==> config.mk <==
export PLATFORM = sky130hd
export DESIGN_NAME = paec_ctrl
export DESIGN_NICKNAME = d
export VERILOG_FILES = /design/src/inc/paec_pkg.sv /design/src/core/paec_i2c.sv /design/src/core/paec_ctrl.sv
export SDC_FILE = /design/constraint.sdc
export NUM_CORES = 1
export LEC_CHECK = 0
export BUFFER_PORTS_ARGS = -buffer_cell sky130_fd_sc_hd__buf_2
export CAP_MARGIN = 10
export CORE_UTILIZATION = 45
export CTS_BUF_LIST = sky130_fd_sc_hd__clkbuf_8
export DETAILED_ROUTE_END_ITERATION = 8
export GPL_ROUTABILITY_DRIVEN = 0
export PLACE_DENSITY = 0.65
export SLEW_MARGIN = 20
export SYNTH_ARGS = -nofsm -noshare
export SYNTH_HDL_FRONTEND = slang
export SYNTH_SLANG_ARGS = --single-unit
==> constraint.sdc <==
create_clock -name hclk -period 3.3 [get_ports hclk]
set_clock_uncertainty 0.05 [all_clocks]
set_input_delay 0.66 -clock hclk [delete_from_list [all_inputs] [get_ports hclk]]
set_output_delay 0.66 -clock hclk [all_outputs]
set_load 0.005 [all_outputs]
==> src/inc/paec_pkg.sv <==
// Shared constants and types for the PMBus alert and enable control block
package paec_pkg;
	// ********************************
	// Bus addresses and command codes
	// ********************************
	localparam logic [6:0] PAEC_ADDR_MST = 7'h24;
	localparam logic [6:0] PAEC_ADDR_SLV = 7'h25;
	localparam logic [6:0] PAEC_ADDR_ARA = 7'h0c;
	localparam logic [7:0] PAEC_CMD_OPER = 8'h01;
	localparam logic [7:0] PAEC_CMD_CLR = 8'h03;
	localparam logic [7:0] PAEC_CMD_STORE = 8'h11;
	localparam logic [7:0] PAEC_CMD_MASK = 8'h1b;
	localparam logic [7:0] PAEC_CRC_POLY = 8'h07;
	localparam int PAEC_OPER_ON = 7;
	localparam logic [2:0] PAEC_LEN_1 = 3'h1;
	localparam logic [2:0] PAEC_LEN_2 = 3'h2;

	// ********************************
	// Register map and fields
	// ********************************
	localparam logic [7:0] PAEC_OFF_OPT = 8'h00;
	localparam logic [7:0] PAEC_OFF_INT_ST = 8'h04;
	localparam logic [7:0] PAEC_OFF_INT_EN = 8'h08;
	localparam logic [7:0] PAEC_OFF_INT_CLR = 8'h0c;
	localparam logic [7:0] PAEC_OFF_STATE = 8'h10;
	localparam logic [15:0] PAEC_OPT_RST = 16'h8008;
	localparam int PAEC_OPT_MODE = 0;
	localparam int PAEC_OPT_POL = 2;
	localparam int PAEC_OPT_AUTO = 3;
	localparam int PAEC_OPT_RESP = 4;
	localparam int PAEC_OPT_LSLV = 6;
	localparam int PAEC_OPT_DUTY = 8;
	localparam int PAEC_EV_UV = 0;
	localparam int PAEC_EV_TON = 1;
	localparam int PAEC_EV_PEC = 2;
	localparam int PAEC_EV_ARA = 3;
	localparam int PAEC_EV_STORE = 4;
	localparam int PAEC_EV_CLR = 5;
	localparam int PAEC_EV_N = 6;
	localparam int PAEC_PM_N = 3;

	// ********************************
	// Timing
	// ********************************
	localparam int PAEC_CLK_MHZ = 200;
	localparam logic [7:0] PAEC_SS_CYCLES = 8'h80;
	localparam int PAEC_RESTART_RISES = 7;

	typedef enum logic [1:0] {PAEC_EN_PIN, PAEC_EN_CMD, PAEC_EN_BOTH} paec_en_mode_t;
	typedef enum logic [1:0] {PAEC_RESP_LATCH, PAEC_RESP_RESTART, PAEC_RESP_IGNORE} paec_resp_t;
	typedef struct packed {
		logic vld;
		logic [2:0] idx;
		logic [7:0] data;
	} paec_rx_t;
	typedef struct packed {
		logic hs;
		logic ls;
	} paec_gate_t;

	// Glitch filter: level moves only when the 2nd and 3rd stages agree
	function automatic logic paec_filt(input logic [2:0] s, input logic f);
		return (s[1] == s[2]) ? s[2] : f;
	endfunction
endpackage

==> src/core/paec_i2c.sv <==
// Oversampled SMBus slave: address match, byte receive, alert reply, CRC-8
`timescale 1ns/1ps
module paec_i2c (
	input wire logic hclk, // System clock
	input wire logic hresetn, // Async reset, active low
	input wire logic scl_i, // Bus clock pin level
	input wire logic sda_i, // Bus data pin level
	output logic sda_o, // Data pin drive value
	output logic sda_oe, // Data pin pull-low enable
	input wire logic [6:0] own_addr, // Our 7-bit address
	input wire logic alert, // We are pulling the alert line
	output paec_pkg::paec_rx_t rx, // Received byte after address
	output logic done, // Stop ends our write
	output logic [2:0] nbytes, // Bytes after address
	output logic crc_ok, // Running check is zero
	output logic ara_done // Alert reply sent
);
	import paec_pkg::*;
	typedef enum logic [2:0] {I_IDLE, I_ADDR, I_ACK, I_RX, I_TX, I_TXA} paec_i2c_fsm_t;
	typedef struct packed {
		logic [2:0] scl_s;
		logic [2:0] sda_s;
		logic scl_f;
		logic sda_f;
		paec_i2c_fsm_t st;
		logic [2:0] bitc;
		logic [7:0] sh;
		logic [7:0] crc;
		logic ack;
		logic ph;
		logic rd;
		logic mine;
		logic [2:0] cnt;
		logic oe;
		paec_rx_t rx;
		logic done;
		logic ara;
	} paec_i2c_st_t;
	paec_i2c_st_t q, d;
	logic rise, fall, start, stop;
	logic [7:0] sh_n;

	// CRC-8 over one byte, polynomial x8+x2+x+1
	function automatic logic [7:0] paec_crc8(input logic [7:0] c, input logic [7:0] b);
		logic [7:0] r;
		r = c ^ b;
		for (int i = 0; i < 8; i++) r = r[7] ? ((r << 1) ^ PAEC_CRC_POLY) : (r << 1);
		return r;
	endfunction

	// Bit engine; pins are sampled at 200 MHz so both bus speeds fit
	always_comb begin
		d = q;
		d.rx.vld = 1'b0;
		d.done = 1'b0;
		d.ara = 1'b0;
		d.scl_s = {q.scl_s[1:0], scl_i};
		d.sda_s = {q.sda_s[1:0], sda_i};
		d.scl_f = paec_filt(q.scl_s, q.scl_f);
		d.sda_f = paec_filt(q.sda_s, q.sda_f);
		rise = d.scl_f && !q.scl_f;
		fall = !d.scl_f && q.scl_f;
		start = q.scl_f && d.scl_f && q.sda_f && !d.sda_f;
		stop = q.scl_f && d.scl_f && !q.sda_f && d.sda_f;
		sh_n = {q.sh[6:0], d.sda_f};
		unique case (q.st)
			I_IDLE: ;
			I_ADDR, I_RX: if (rise) begin
				d.sh = sh_n;
				d.bitc = q.bitc + 3'h1;
				if (q.bitc == 3'h7) begin
					d.crc = paec_crc8(q.crc, sh_n);
					d.st = I_ACK;
					d.ph = 1'b0;
					if (q.st == I_ADDR) begin
						d.rd = sh_n[0];
						d.mine = !sh_n[0] && sh_n[7:1] == own_addr;
						d.ack = d.mine || (sh_n[0] && sh_n[7:1] == PAEC_ADDR_ARA && alert);
						d.sh = {own_addr, 1'b0};
					end else begin
						d.ack = 1'b1;
						d.rx.vld = 1'b1;
						d.rx.idx = q.cnt;
						d.rx.data = sh_n;
						d.cnt = (q.cnt == 3'h7) ? q.cnt : q.cnt + 3'h1;
					end
				end
			end
			I_ACK: if (fall) begin
				d.ph = 1'b1;
				if (!q.ph) begin
					d.oe = q.ack;
					if (!q.ack) d.st = I_IDLE;
				end else if (q.rd) begin
					d.st = I_TX;
					d.oe = !q.sh[7];
				end else begin
					d.st = I_RX;
					d.oe = 1'b0;
				end
			end
			I_TX: begin
				if (rise) begin
					d.bitc = q.bitc + 3'h1;
					if (q.bitc == 3'h7) d.st = I_TXA;
				end
				if (fall) begin
					d.sh = q.sh << 1;
					d.oe = !q.sh[6];
				end
			end
			I_TXA: begin
				if (fall) d.oe = 1'b0;
				if (rise) begin
					d.ara = 1'b1;
					d.st = I_IDLE;
				end
			end
			default: d.st = I_IDLE;
		endcase
		// Start or repeated start restarts framing; stop closes it
		if (start) begin
			d.st = I_ADDR;
			d.bitc = '0;
			d.cnt = '0;
			d.crc = '0;
			d.oe = 1'b0;
			d.mine = 1'b0;
		end else if (stop) begin
			d.done = q.mine;
			d.st = I_IDLE;
			d.oe = 1'b0;
			d.mine = 1'b0;
		end
	end

	always_ff @(posedge hclk or negedge hresetn) begin
		if (!hresetn) begin
			q <= '0;
			q.scl_s <= '1;
			q.sda_s <= '1;
			q.scl_f <= 1'b1;
			q.sda_f <= 1'b1;
		end else begin
			q <= d;
		end
	end

	// Only the data pin is ever driven; the clock line is never held
	assign sda_o = 1'b0;
	assign sda_oe = q.oe;
	assign rx = q.rx;
	assign done = q.done;
	assign nbytes = q.cnt;
	assign crc_ok = (q.crc == '0);
	assign ara_done = q.ara;
endmodule

==> src/core/paec_ctrl.sv <==
// PMBus alert, fault response, soft start and enable control with AHB-Lite
`timescale 1ns/1ps
module paec_ctrl #(
	parameter int TON_RISE_US = 1 // Output rise time in microseconds
) (
	input wire logic hclk, // System clock, 200 MHz
	input wire logic hresetn, // Async reset, active low
	input wire logic hsel, // AHB slave select
	input wire logic [31:0] haddr, // AHB address
	input wire logic [1:0] htrans, // AHB transfer type
	input wire logic hwrite, // AHB write
	input wire logic [2:0] hsize, // AHB size, words only
	input wire logic [31:0] hwdata, // AHB write data
	input wire logic hready, // AHB bus ready
	output logic hreadyout, // AHB slave ready
	output logic [31:0] hrdata, // AHB read data
	output logic hresp, // AHB response, always OKAY
	output logic irq, // Level interrupt
	input wire logic scl_i, // Bus clock pin
	input wire logic sda_i, // Bus data pin in
	output logic sda_o, // Bus data pin out
	output logic sda_oe, // Bus data pull-low enable
	output logic alert_o, // Alert pin out
	output logic alert_oe, // Alert pull-low enable
	input wire logic enable_control_pin, // External enable pin
	input wire logic vout_uv_warn, // Output undervoltage comparator
	input wire logic vout_ok, // Output within regulation window
	output paec_pkg::paec_gate_t gate, // Power switch drives
	output logic power_good_output, // Power good
	output logic nvm_store // One-cycle store request
);
	import paec_pkg::*;

	// ********************************
	// Types and constants
	// ********************************
	localparam int RISE_CYC = TON_RISE_US * PAEC_CLK_MHZ;
	localparam int WAIT_CYC = PAEC_RESTART_RISES * RISE_CYC;
	localparam int TMR_W = $clog2(WAIT_CYC + 1);
	localparam logic [TMR_W-1:0] RISE_LAST = TMR_W'(RISE_CYC - 1);
	localparam logic [TMR_W-1:0] WAIT_LAST = TMR_W'(WAIT_CYC - 1);
	typedef enum logic [2:0] {S_OFF, S_RISE, S_ON, S_LATCH, S_WAIT} paec_fsm_t;
	typedef struct packed {
		logic [2:0] en_s;
		logic [2:0] uv_s;
		logic [2:0] ok_s;
		logic en_f;
		logic uv_f;
		logic ok_f;
		logic wr_pend;
		logic [7:0] wr_off;
		logic [31:0] rdata;
		logic [15:0] opt;
		logic [PAEC_EV_N-1:0] int_en;
		logic [PAEC_EV_N-1:0] int_st;
		logic [PAEC_PM_N-1:0] pm_st;
		logic [PAEC_PM_N-1:0] mask;
		logic alert;
		logic op_on;
		logic [7:0] cmd;
		logic [7:0] dat;
		paec_fsm_t fsm;
		logic [TMR_W-1:0] tmr;
		logic [7:0] pwm;
		logic [7:0] ss;
		paec_gate_t gate;
		logic pg;
		logic store;
	} paec_st_t;

	paec_st_t q, d;
	paec_rx_t rx;
	logic done, crc_ok, ara_done, sel, pin_act, reg_en;
	logic exec, clear_f, run, hs, ls;
	logic [2:0] nbytes, len;
	logic [6:0] own_addr;
	logic [7:0] ramp;
	logic [PAEC_EV_N-1:0] ev, clr;
	logic [PAEC_PM_N-1:0] unm, nw;

	// ********************************
	// Bus slave link
	// ********************************
	// Loop role picks one of the two fixed addresses
	assign own_addr = q.opt[PAEC_OPT_LSLV] ? PAEC_ADDR_SLV : PAEC_ADDR_MST;

	paec_i2c u_link (
		.hclk(hclk),
		.hresetn(hresetn),
		.scl_i(scl_i),
		.sda_i(sda_i),
		.sda_o(sda_o),
		.sda_oe(sda_oe),
		.own_addr(own_addr),
		.alert(q.alert),
		.rx(rx),
		.done(done),
		.nbytes(nbytes),
		.crc_ok(crc_ok),
		.ara_done(ara_done)
	);

	// ********************************
	// Next state
	// ********************************
	always_comb begin
		d = q;
		ev = '0;
		clr = '0;
		// Pins come from outside the clock domain
		d.en_s = {q.en_s[1:0], enable_control_pin};
		d.uv_s = {q.uv_s[1:0], vout_uv_warn};
		d.ok_s = {q.ok_s[1:0], vout_ok};
		d.en_f = paec_filt(q.en_s, q.en_f);
		d.uv_f = paec_filt(q.uv_s, q.uv_f);
		d.ok_f = paec_filt(q.ok_s, q.ok_f);

		// AHB address phase; read data is caught here so it stands from a flop
		sel = hsel && hready && htrans[1];
		d.wr_pend = sel && hwrite;
		if (sel) d.wr_off = haddr[7:0];
		if (sel && !hwrite) begin
			case (haddr[7:0])
				PAEC_OFF_OPT: d.rdata = 32'(q.opt);
				PAEC_OFF_INT_ST: d.rdata = 32'(q.int_st);
				PAEC_OFF_INT_EN: d.rdata = 32'(q.int_en);
				PAEC_OFF_STATE: d.rdata = 32'({q.fsm == S_ON, q.pg, q.op_on,
					q.alert, q.mask, q.pm_st});
				default: d.rdata = '0;
			endcase
		end
		// AHB data phase write
		if (q.wr_pend) begin
			case (q.wr_off)
				PAEC_OFF_OPT: d.opt = hwdata[15:0];
				PAEC_OFF_INT_EN: d.int_en = hwdata[PAEC_EV_N-1:0];
				PAEC_OFF_INT_CLR: clr = hwdata[PAEC_EV_N-1:0];
				default: ;
			endcase
		end

		// Collect command and first data byte of a write
		if (rx.vld) begin
			if (rx.idx == '0) d.cmd = rx.data;
			else if (rx.idx == PAEC_LEN_1) d.dat = rx.data;
		end
		case (q.cmd)
			PAEC_CMD_CLR, PAEC_CMD_STORE: len = PAEC_LEN_1;
			PAEC_CMD_OPER, PAEC_CMD_MASK: len = PAEC_LEN_2;
			default: len = '0;
		endcase
		// One extra byte means a check byte; a short frame has none
		exec = 1'b0;
		if (done && len != '0) begin
			if (nbytes == len) begin
				exec = 1'b1;
			end else if (nbytes == len + PAEC_LEN_1) begin
				exec = crc_ok;
				ev[PAEC_EV_PEC] = !crc_ok;
			end
		end
		clear_f = exec && q.cmd == PAEC_CMD_CLR;
		if (exec && q.cmd == PAEC_CMD_OPER) d.op_on = q.dat[PAEC_OPER_ON];
		if (exec && q.cmd == PAEC_CMD_MASK) d.mask = q.dat[PAEC_PM_N-1:0];
		// Nothing is written back to memory unless the host asks
		d.store = exec && q.cmd == PAEC_CMD_STORE;
		ev[PAEC_EV_STORE] = d.store;
		ev[PAEC_EV_CLR] = clear_f;
		ev[PAEC_EV_ARA] = ara_done;

		// Enable source selection
		pin_act = q.en_f ^ q.opt[PAEC_OPT_POL];
		case (paec_en_mode_t'(q.opt[PAEC_OPT_MODE +: 2]))
			PAEC_EN_PIN: reg_en = pin_act;
			PAEC_EN_CMD: reg_en = q.op_on;
			default: reg_en = pin_act && q.op_on;
		endcase

		// Regulation sequence
		d.tmr = q.tmr + TMR_W'(1);
		unique case (q.fsm)
			S_OFF: begin
				d.tmr = '0;
				d.ss = '0;
				if (reg_en) d.fsm = S_RISE;
			end
			S_RISE: if (q.tmr == RISE_LAST) begin
				d.tmr = '0;
				if (q.ok_f) begin
					d.fsm = S_ON;
				end else begin
					ev[PAEC_EV_TON] = 1'b1;
					case (paec_resp_t'(q.opt[PAEC_OPT_RESP +: 2]))
						PAEC_RESP_LATCH: d.fsm = S_LATCH;
						PAEC_RESP_RESTART: d.fsm = S_WAIT;
						default: d.fsm = S_ON;
					endcase
				end
			end
			S_WAIT: if (q.tmr == WAIT_LAST) begin
				d.tmr = '0;
				d.ss = '0;
				d.fsm = S_RISE;
			end
			S_ON, S_LATCH: d.tmr = '0;
			default: d.fsm = S_OFF;
		endcase
		// Dropping the enable always wins and also clears a latch-off
		if (!reg_en) d.fsm = S_OFF;

		// Warning only counts once the rise is over; PWM is left running
		ev[PAEC_EV_UV] = q.uv_f && q.fsm == S_ON;

		// Fault status: set wins over a clear, so persistent faults come back
		d.pm_st = (clear_f ? '0 : q.pm_st) | {ev[PAEC_EV_PEC], ev[PAEC_EV_TON], ev[PAEC_EV_UV]};
		unm = d.pm_st & ~d.mask;
		nw = unm & ~(q.pm_st & ~q.mask);
		if (q.opt[PAEC_OPT_AUTO]) begin
			d.alert = (q.alert && !ara_done && |unm) || |nw;
		end else begin
			d.alert = |unm;
		end

		// Interrupt status, sticky, set wins over write-one-to-clear
		d.int_st = (q.int_st & ~clr) | ev;

		// Switching: 256-clock period; low side grows in over 128 periods
		run = q.fsm == S_RISE || q.fsm == S_ON;
		d.pwm = run ? q.pwm + 8'h1 : '0;
		if (run && q.pwm == '1 && q.ss != PAEC_SS_CYCLES) d.ss = q.ss + 8'h1;
		ramp = {q.ss[6:0], 1'b0};
		hs = run && q.pwm < q.opt[PAEC_OPT_DUTY +: 8];
		ls = run && !hs && (q.ss == PAEC_SS_CYCLES || ~q.pwm < ramp);
		d.gate.hs = hs;
		d.gate.ls = ls;
		// Power good drops on warning or on a timed-out rise
		d.pg = q.fsm == S_ON && q.ok_f && !q.uv_f && !q.pm_st[PAEC_EV_TON];
	end

	// ********************************
	// State register
	// ********************************
	always_ff @(posedge hclk or negedge hresetn) begin
		if (!hresetn) begin
			q <= '0;
			q.opt <= PAEC_OPT_RST;
		end else begin
			q <= d;
		end
	end

	// Zero-wait slave; every transfer answers OKAY
	assign hreadyout = 1'b1;
	assign hresp = 1'b0;
	assign hrdata = q.rdata;
	assign irq = |(q.int_st & q.int_en);
	// Open-drain alert: only ever pulled low
	assign alert_o = 1'b0;
	assign alert_oe = q.alert;
	assign gate = q.gate;
	assign power_good_output = q.pg;
	assign nvm_store = q.store;
endmodule

# After elaboration in Yosys (flattened, before gate mapping)
# Index checks and enable logic that the tools add are counted.
# Widths: inputs -> output; s select.
# op_classes
addsub	6
n_lt_le_gt_ge	2
eq_ne	59
mux	84
n_bitwise	24
reduce_logical	93
# ops
operator	count
$mux 3	25
$pmux 16 s4	1
$mux 12	4
$mux 8	6
$not 3->3	11
$pmux 11 s3	1
$ne 4x1->1 const B	8
$logic_and 1x1->1	31
$mux 29	1
$mux 1	28
$mux 14	2
$eq 8x4->1 const B	3
$eq 8x5->1 const B	3
$logic_not 8->1	3
$mux 23	1
$pmux 11 s2	1
$reduce_bool 3->1	7
$reduce_and 4->1	5
$mux 6	3
$reduce_and 3->1	6
$add 8x1->8 const B	2
$eq 8x8->1 const B	2
$lt 8x8->1	2
$pmux 8 s2	1
51 further kinds	111
# totals
regBits	191
out_inout_bits	43
elab_cells	313

# Depth between registers and ports, before layout
# logic_depth
ltp_word	24
depth_mapped	13
mapped_depth_nobuf	13

# By module
# Synthesis repeated with hierarchy kept, for this count alone.
# unflattened
cells_unflattened	831
area_unflattened_um2	8753.4
# modules_own_cells
mod	n_inst	cells_each	area_per_inst_um2
paec_ctrl	1	568	5954.5
paec_i2c	1	263	2798.9

# Least setup slack after synthesis
# No wires, ideal clock.
# synth_timing
path_type	reg-to-reg
start	reg q[49] in the netlist's numbering
end	reg q (netlist bit alert_oe)
arrival_time_ns	2.833
t_required_ns	3.111
setup_slack_ns	0.278
path_stages_with_launch	14
cell_sequence	dfrtp_1 -> nor3_2 -> and4b_1 -> buf_6 -> inv_1 -> ha_1 -> xor2_1 -> nor3b_1 -> mux2i_1 -> o32a_1 -> or4_4 -> a21o_1 -> a32oi_1 -> o221ai_1
# synth_lines
item	line_no	rtl
from (decl)	paec_ctrl.sv:71	paec_st_t q, d;

==> flow_summary_export.csv <==
group,metric,value,unit
timing,fin_crit,3.11,ns
global_route,overflow,0,
synth,synth_fa_ha_area_share,4.03,%
detailed_routing,wl,16.2,mm
synth,synth_seq_area_share,51.2,%
timing,drv_slew,0,
detailed_routing,antenna_left,0,
global_route,antenna_found_initial,0,
cts,cts_buffer_depth,2,
detailed_routing,drt_pass1_iterations,7,
timing,fin_tns_setup,0,ns
synth,ys_dominant_reg_cell,"dfrtp_1",
synth,synth_compound_area_share,11.5,%
detailed_routing,viasPerCell,5.17,
cells_and_area,synthToLayoutAreaGrowth,9.92,%
timing,final.period_utilization,94.1,%
run_status,status,"finished with violations",
synth,synth-simple-area-share,16.1,%
detailed_routing,wl_per_cell,14.4,microns
synth,synth_edf_count,0,
detailed_routing,via_count,5817,
cts,post_cts_resized,0,
floorplan,die_area,19200,sq um
pwr,power.density,442,nW/um^2
cells_and_area,n_antenna_cell,0,
cts,cts_sinks,171,
worst_setup_path,cp-start-kind,"flop",
cts,cts_setup_buffers,0,
synth,synth_xor_area_share,5.12,%
pwr,p_leak,4.34,nW
global_route,grt_pass1_vias,5567,
synth,yosys_warnings,0,
timing,finalHoldViolCount,0,
floorplan,core_area,18100,sq um
timing,setup_viol,0,
synth,synth_cells,838,
detailed_routing,drc,18,
synth,ys_ff_latch,171,
cts,clk_pin_slew_worst_paths,0.09,ns
synth,synth_top_family_by_area,"simple AND/OR/NAND/NOR gates",
timing,rsz0062_at_grt,"false",
cts,cts_buffers,17,
worst_setup_path,cp_slowest_stage_delay,0.46,ns
global_route,grt_pass1_wl,27.8,mm
synth,syn_area,8390,sq um
timing,max_slew_margin,37.7,%
pwr,power.total,4.07,mW
worst_setup_path,path_class,"reg -> reg",
cts,postCtsHoldBufs,0,
synth,async_flop_share,100,%
worst_setup_path,cp.depth,12,
global_route,track_usage,18.1,%
run_status,violations,"DRC",
floorplan,dieHeight,139,microns
worst_setup_path,cp_slowest_cell,"or4_4",
worst_setup_path,path_cells,"nor2b_1, and4b_1, inv_1, ha_1, xor2_1, nor3b_1, mux2i_1, o32a_1, or4_4, a21o_1, a32oi_1, o221ai_1",
timing,worstMarginPinSlew,0.922,ns
floorplan,ios,122,
worst_setup_path,reg2reg_depth,12,
cts,clock_latency,0.46,ns
floorplan,rows,49,
global_route,grt_max_degree,83,
pwr,ir_worst_vdd,0.272,mV
worst_setup_path,end_kind,"flop",
cells_and_area,n_fill_cell,1671,
synth,yosys.cell_types.count,60,
timing,fmax,322,MHz
worst_hold_path,hold_class,"in -> async",
worst_setup_path,cp_max_fo,5,
cells_and_area,post-route-util,51.0,%
floorplan,die_w,139,microns
worst_setup_path,critPathBufInv,1,
cells_and_area,drive_gt1_share,17.3,%
cts,cts_tree,"yes",
placement,io_buffers,57,
floorplan,initial_core_util,46.4,%
cells_and_area,final_nets,986,
placement,dp_hpwl,11.7,mm
cells_and_area,final_cells,1125,
synth,avgSynthCellArea,10.0,sq um
placement,dpl.cell_count,1094,
job,cap_violations,0,
worst_setup_path,path_delay_family,"simple AND/OR/NAND/NOR gates",
detailed_routing,drt_iter0_drc,363,
cts,htree_levels,4,
worst_setup_path,crit_required,3.57,ns
synth,synthMuxAreaShare,5.38,%
worst_setup_path,crit_arrival,3.38,ns
cts,cts_root_buffer,"clkbuf_8",
placed cells by master, fill, tap and decap left out, drive strengths merged, types with 6 or more instances in the layout:
cell type  Yosys  final
and3           7      7
dfrtp        161    161
a21boi         9      9
o22ai          6      6
a21oi         15     15
a222oi         6      6
a21o          12     12
xnor2         34     34
mux2          33     33
ha            23     23
clkbuf        26     20
buf           39     74
nor4b          9      9
inv           43     46
mux2i          8      8
nor2b          7      7
nor2          62     62
nand2b        10     10
nand3         21     21
conb           2     20
dfstp         10     10
nor3          19     19
o31ai          6      6
xor2          15     15
nand2        120    120
o21ai         70     70
where the power goes:
part | internal [mW] | switching (mW) | leakage, nW
Clock | 0.739 | 0.773 | 0.198
Sequential | 2.19 | 0.0796 | 2.24
Combinational | 0.123 | 0.171 | 1.90
cells by family after synthesis:
group,Yosys count
mux,41
buf+inv,109
fa+ha+maj,28
compound gates,153
xor+xnor,49
other cells,2
flops,171
simple gates,285
area by class of cell:
cell class | count | area [sq um] | area share [%]
clock buffers | 20 | 275 | 2.99
clock inverters | 11 | 135 | 1.47
inverters | 44 | 165 | 1.79
multi-input cells | 576 | 3620 | 39.3
flip-flops and latches | 171 | 4290 | 46.6
well taps | 229 | 287 | 3.11
repair buffers | 74 | 444 | 4.82
stage by stage:
step / hold slack, ns / area, sq um / worst slack, ns
after detailed placement: 0.300 / 8800 / 0.169
after global placement: 0.286 / 8800 / 0.176
after floorplan: 0.281 / 8460 / 0.278
after CTS: 0.213 / 9210 / 0.138
after global routing: 0.217 / 9220 / 0.0236
final: 0.197 / 9220 / 0.193
cells in the mapped netlist (all sizes together) (5+ instances only):
master / number / share of area, %
a21boi: 9 / 0.81
a21o: 12 / 1.1
a21oi: 15 / 0.89
a222oi: 6 / 0.72
a22oi: 5 / 0.45
and2: 5 / 0.37
and3: 7 / 0.52
buf: 39 / 3.5
clkbuf: 26 / 1.2
dfrtp: 161 / 48
dfstp: 10 / 3.1
ha: 23 / 3.4
inv: 43 / 1.9
maj3: 5 / 0.60
mux2: 33 / 4.4
mux2i: 8 / 0.95
nand2: 120 / 5.4
nand2b: 10 / 0.75
nand3: 21 / 1.3
nand4: 5 / 0.37
nor2: 62 / 2.8
nor2b: 7 / 0.52
nor3: 19 / 1.3
nor4b: 9 / 1.0
o21a: 5 / 0.45
o21ai: 70 / 4.2
o22ai: 6 / 0.45
o31ai: 6 / 0.54
xnor2: 34 / 3.6
xor2: 15 / 1.6
routing by layer:
layer  global-route usage [%]  wire length [microns]  vias to the layer above
met2                     27.3                   7190                      121
met5                        0                      0                        -
met3                     3.97                    714                       24
li1                         -                      -                     2907
met1                     25.8                   8000                     2765
met4                     6.09                    270                        0
sequential cells by signal, indices dropped and copies added (netlist names), 2 cells and up:
register	count
q	92
u_link.q	30
hrdata	16
u_link.rx	12
d	6
u_link.d	4
u_link.nbytes	3
gate	2
path summary, 6_finish.rpt:
kind                                        startpoint                      to  slack (ns)
worst max-delay path                 q[44]$_DFFE_PN0P_      alert_oe$_DFF_PN0_        0.19
worst min-delay path                           hresetn         q[21]$_DFF_PN0_        0.20
worst max register to register       q[44]$_DFFE_PN0P_      alert_oe$_DFF_PN0_        0.19
worst min register to register  u_link.d[50]$_DFF_PN1_  u_link.d[51]$_DFF_PN1_        0.31
max in group asynchronous                      hresetn       q[46]$_DFFE_PN0P_        2.19
min in group hclk                                scl_i  u_link.d[50]$_DFF_PN1_        0.25
Note: power is estimated with default switching activity, not from simulation.
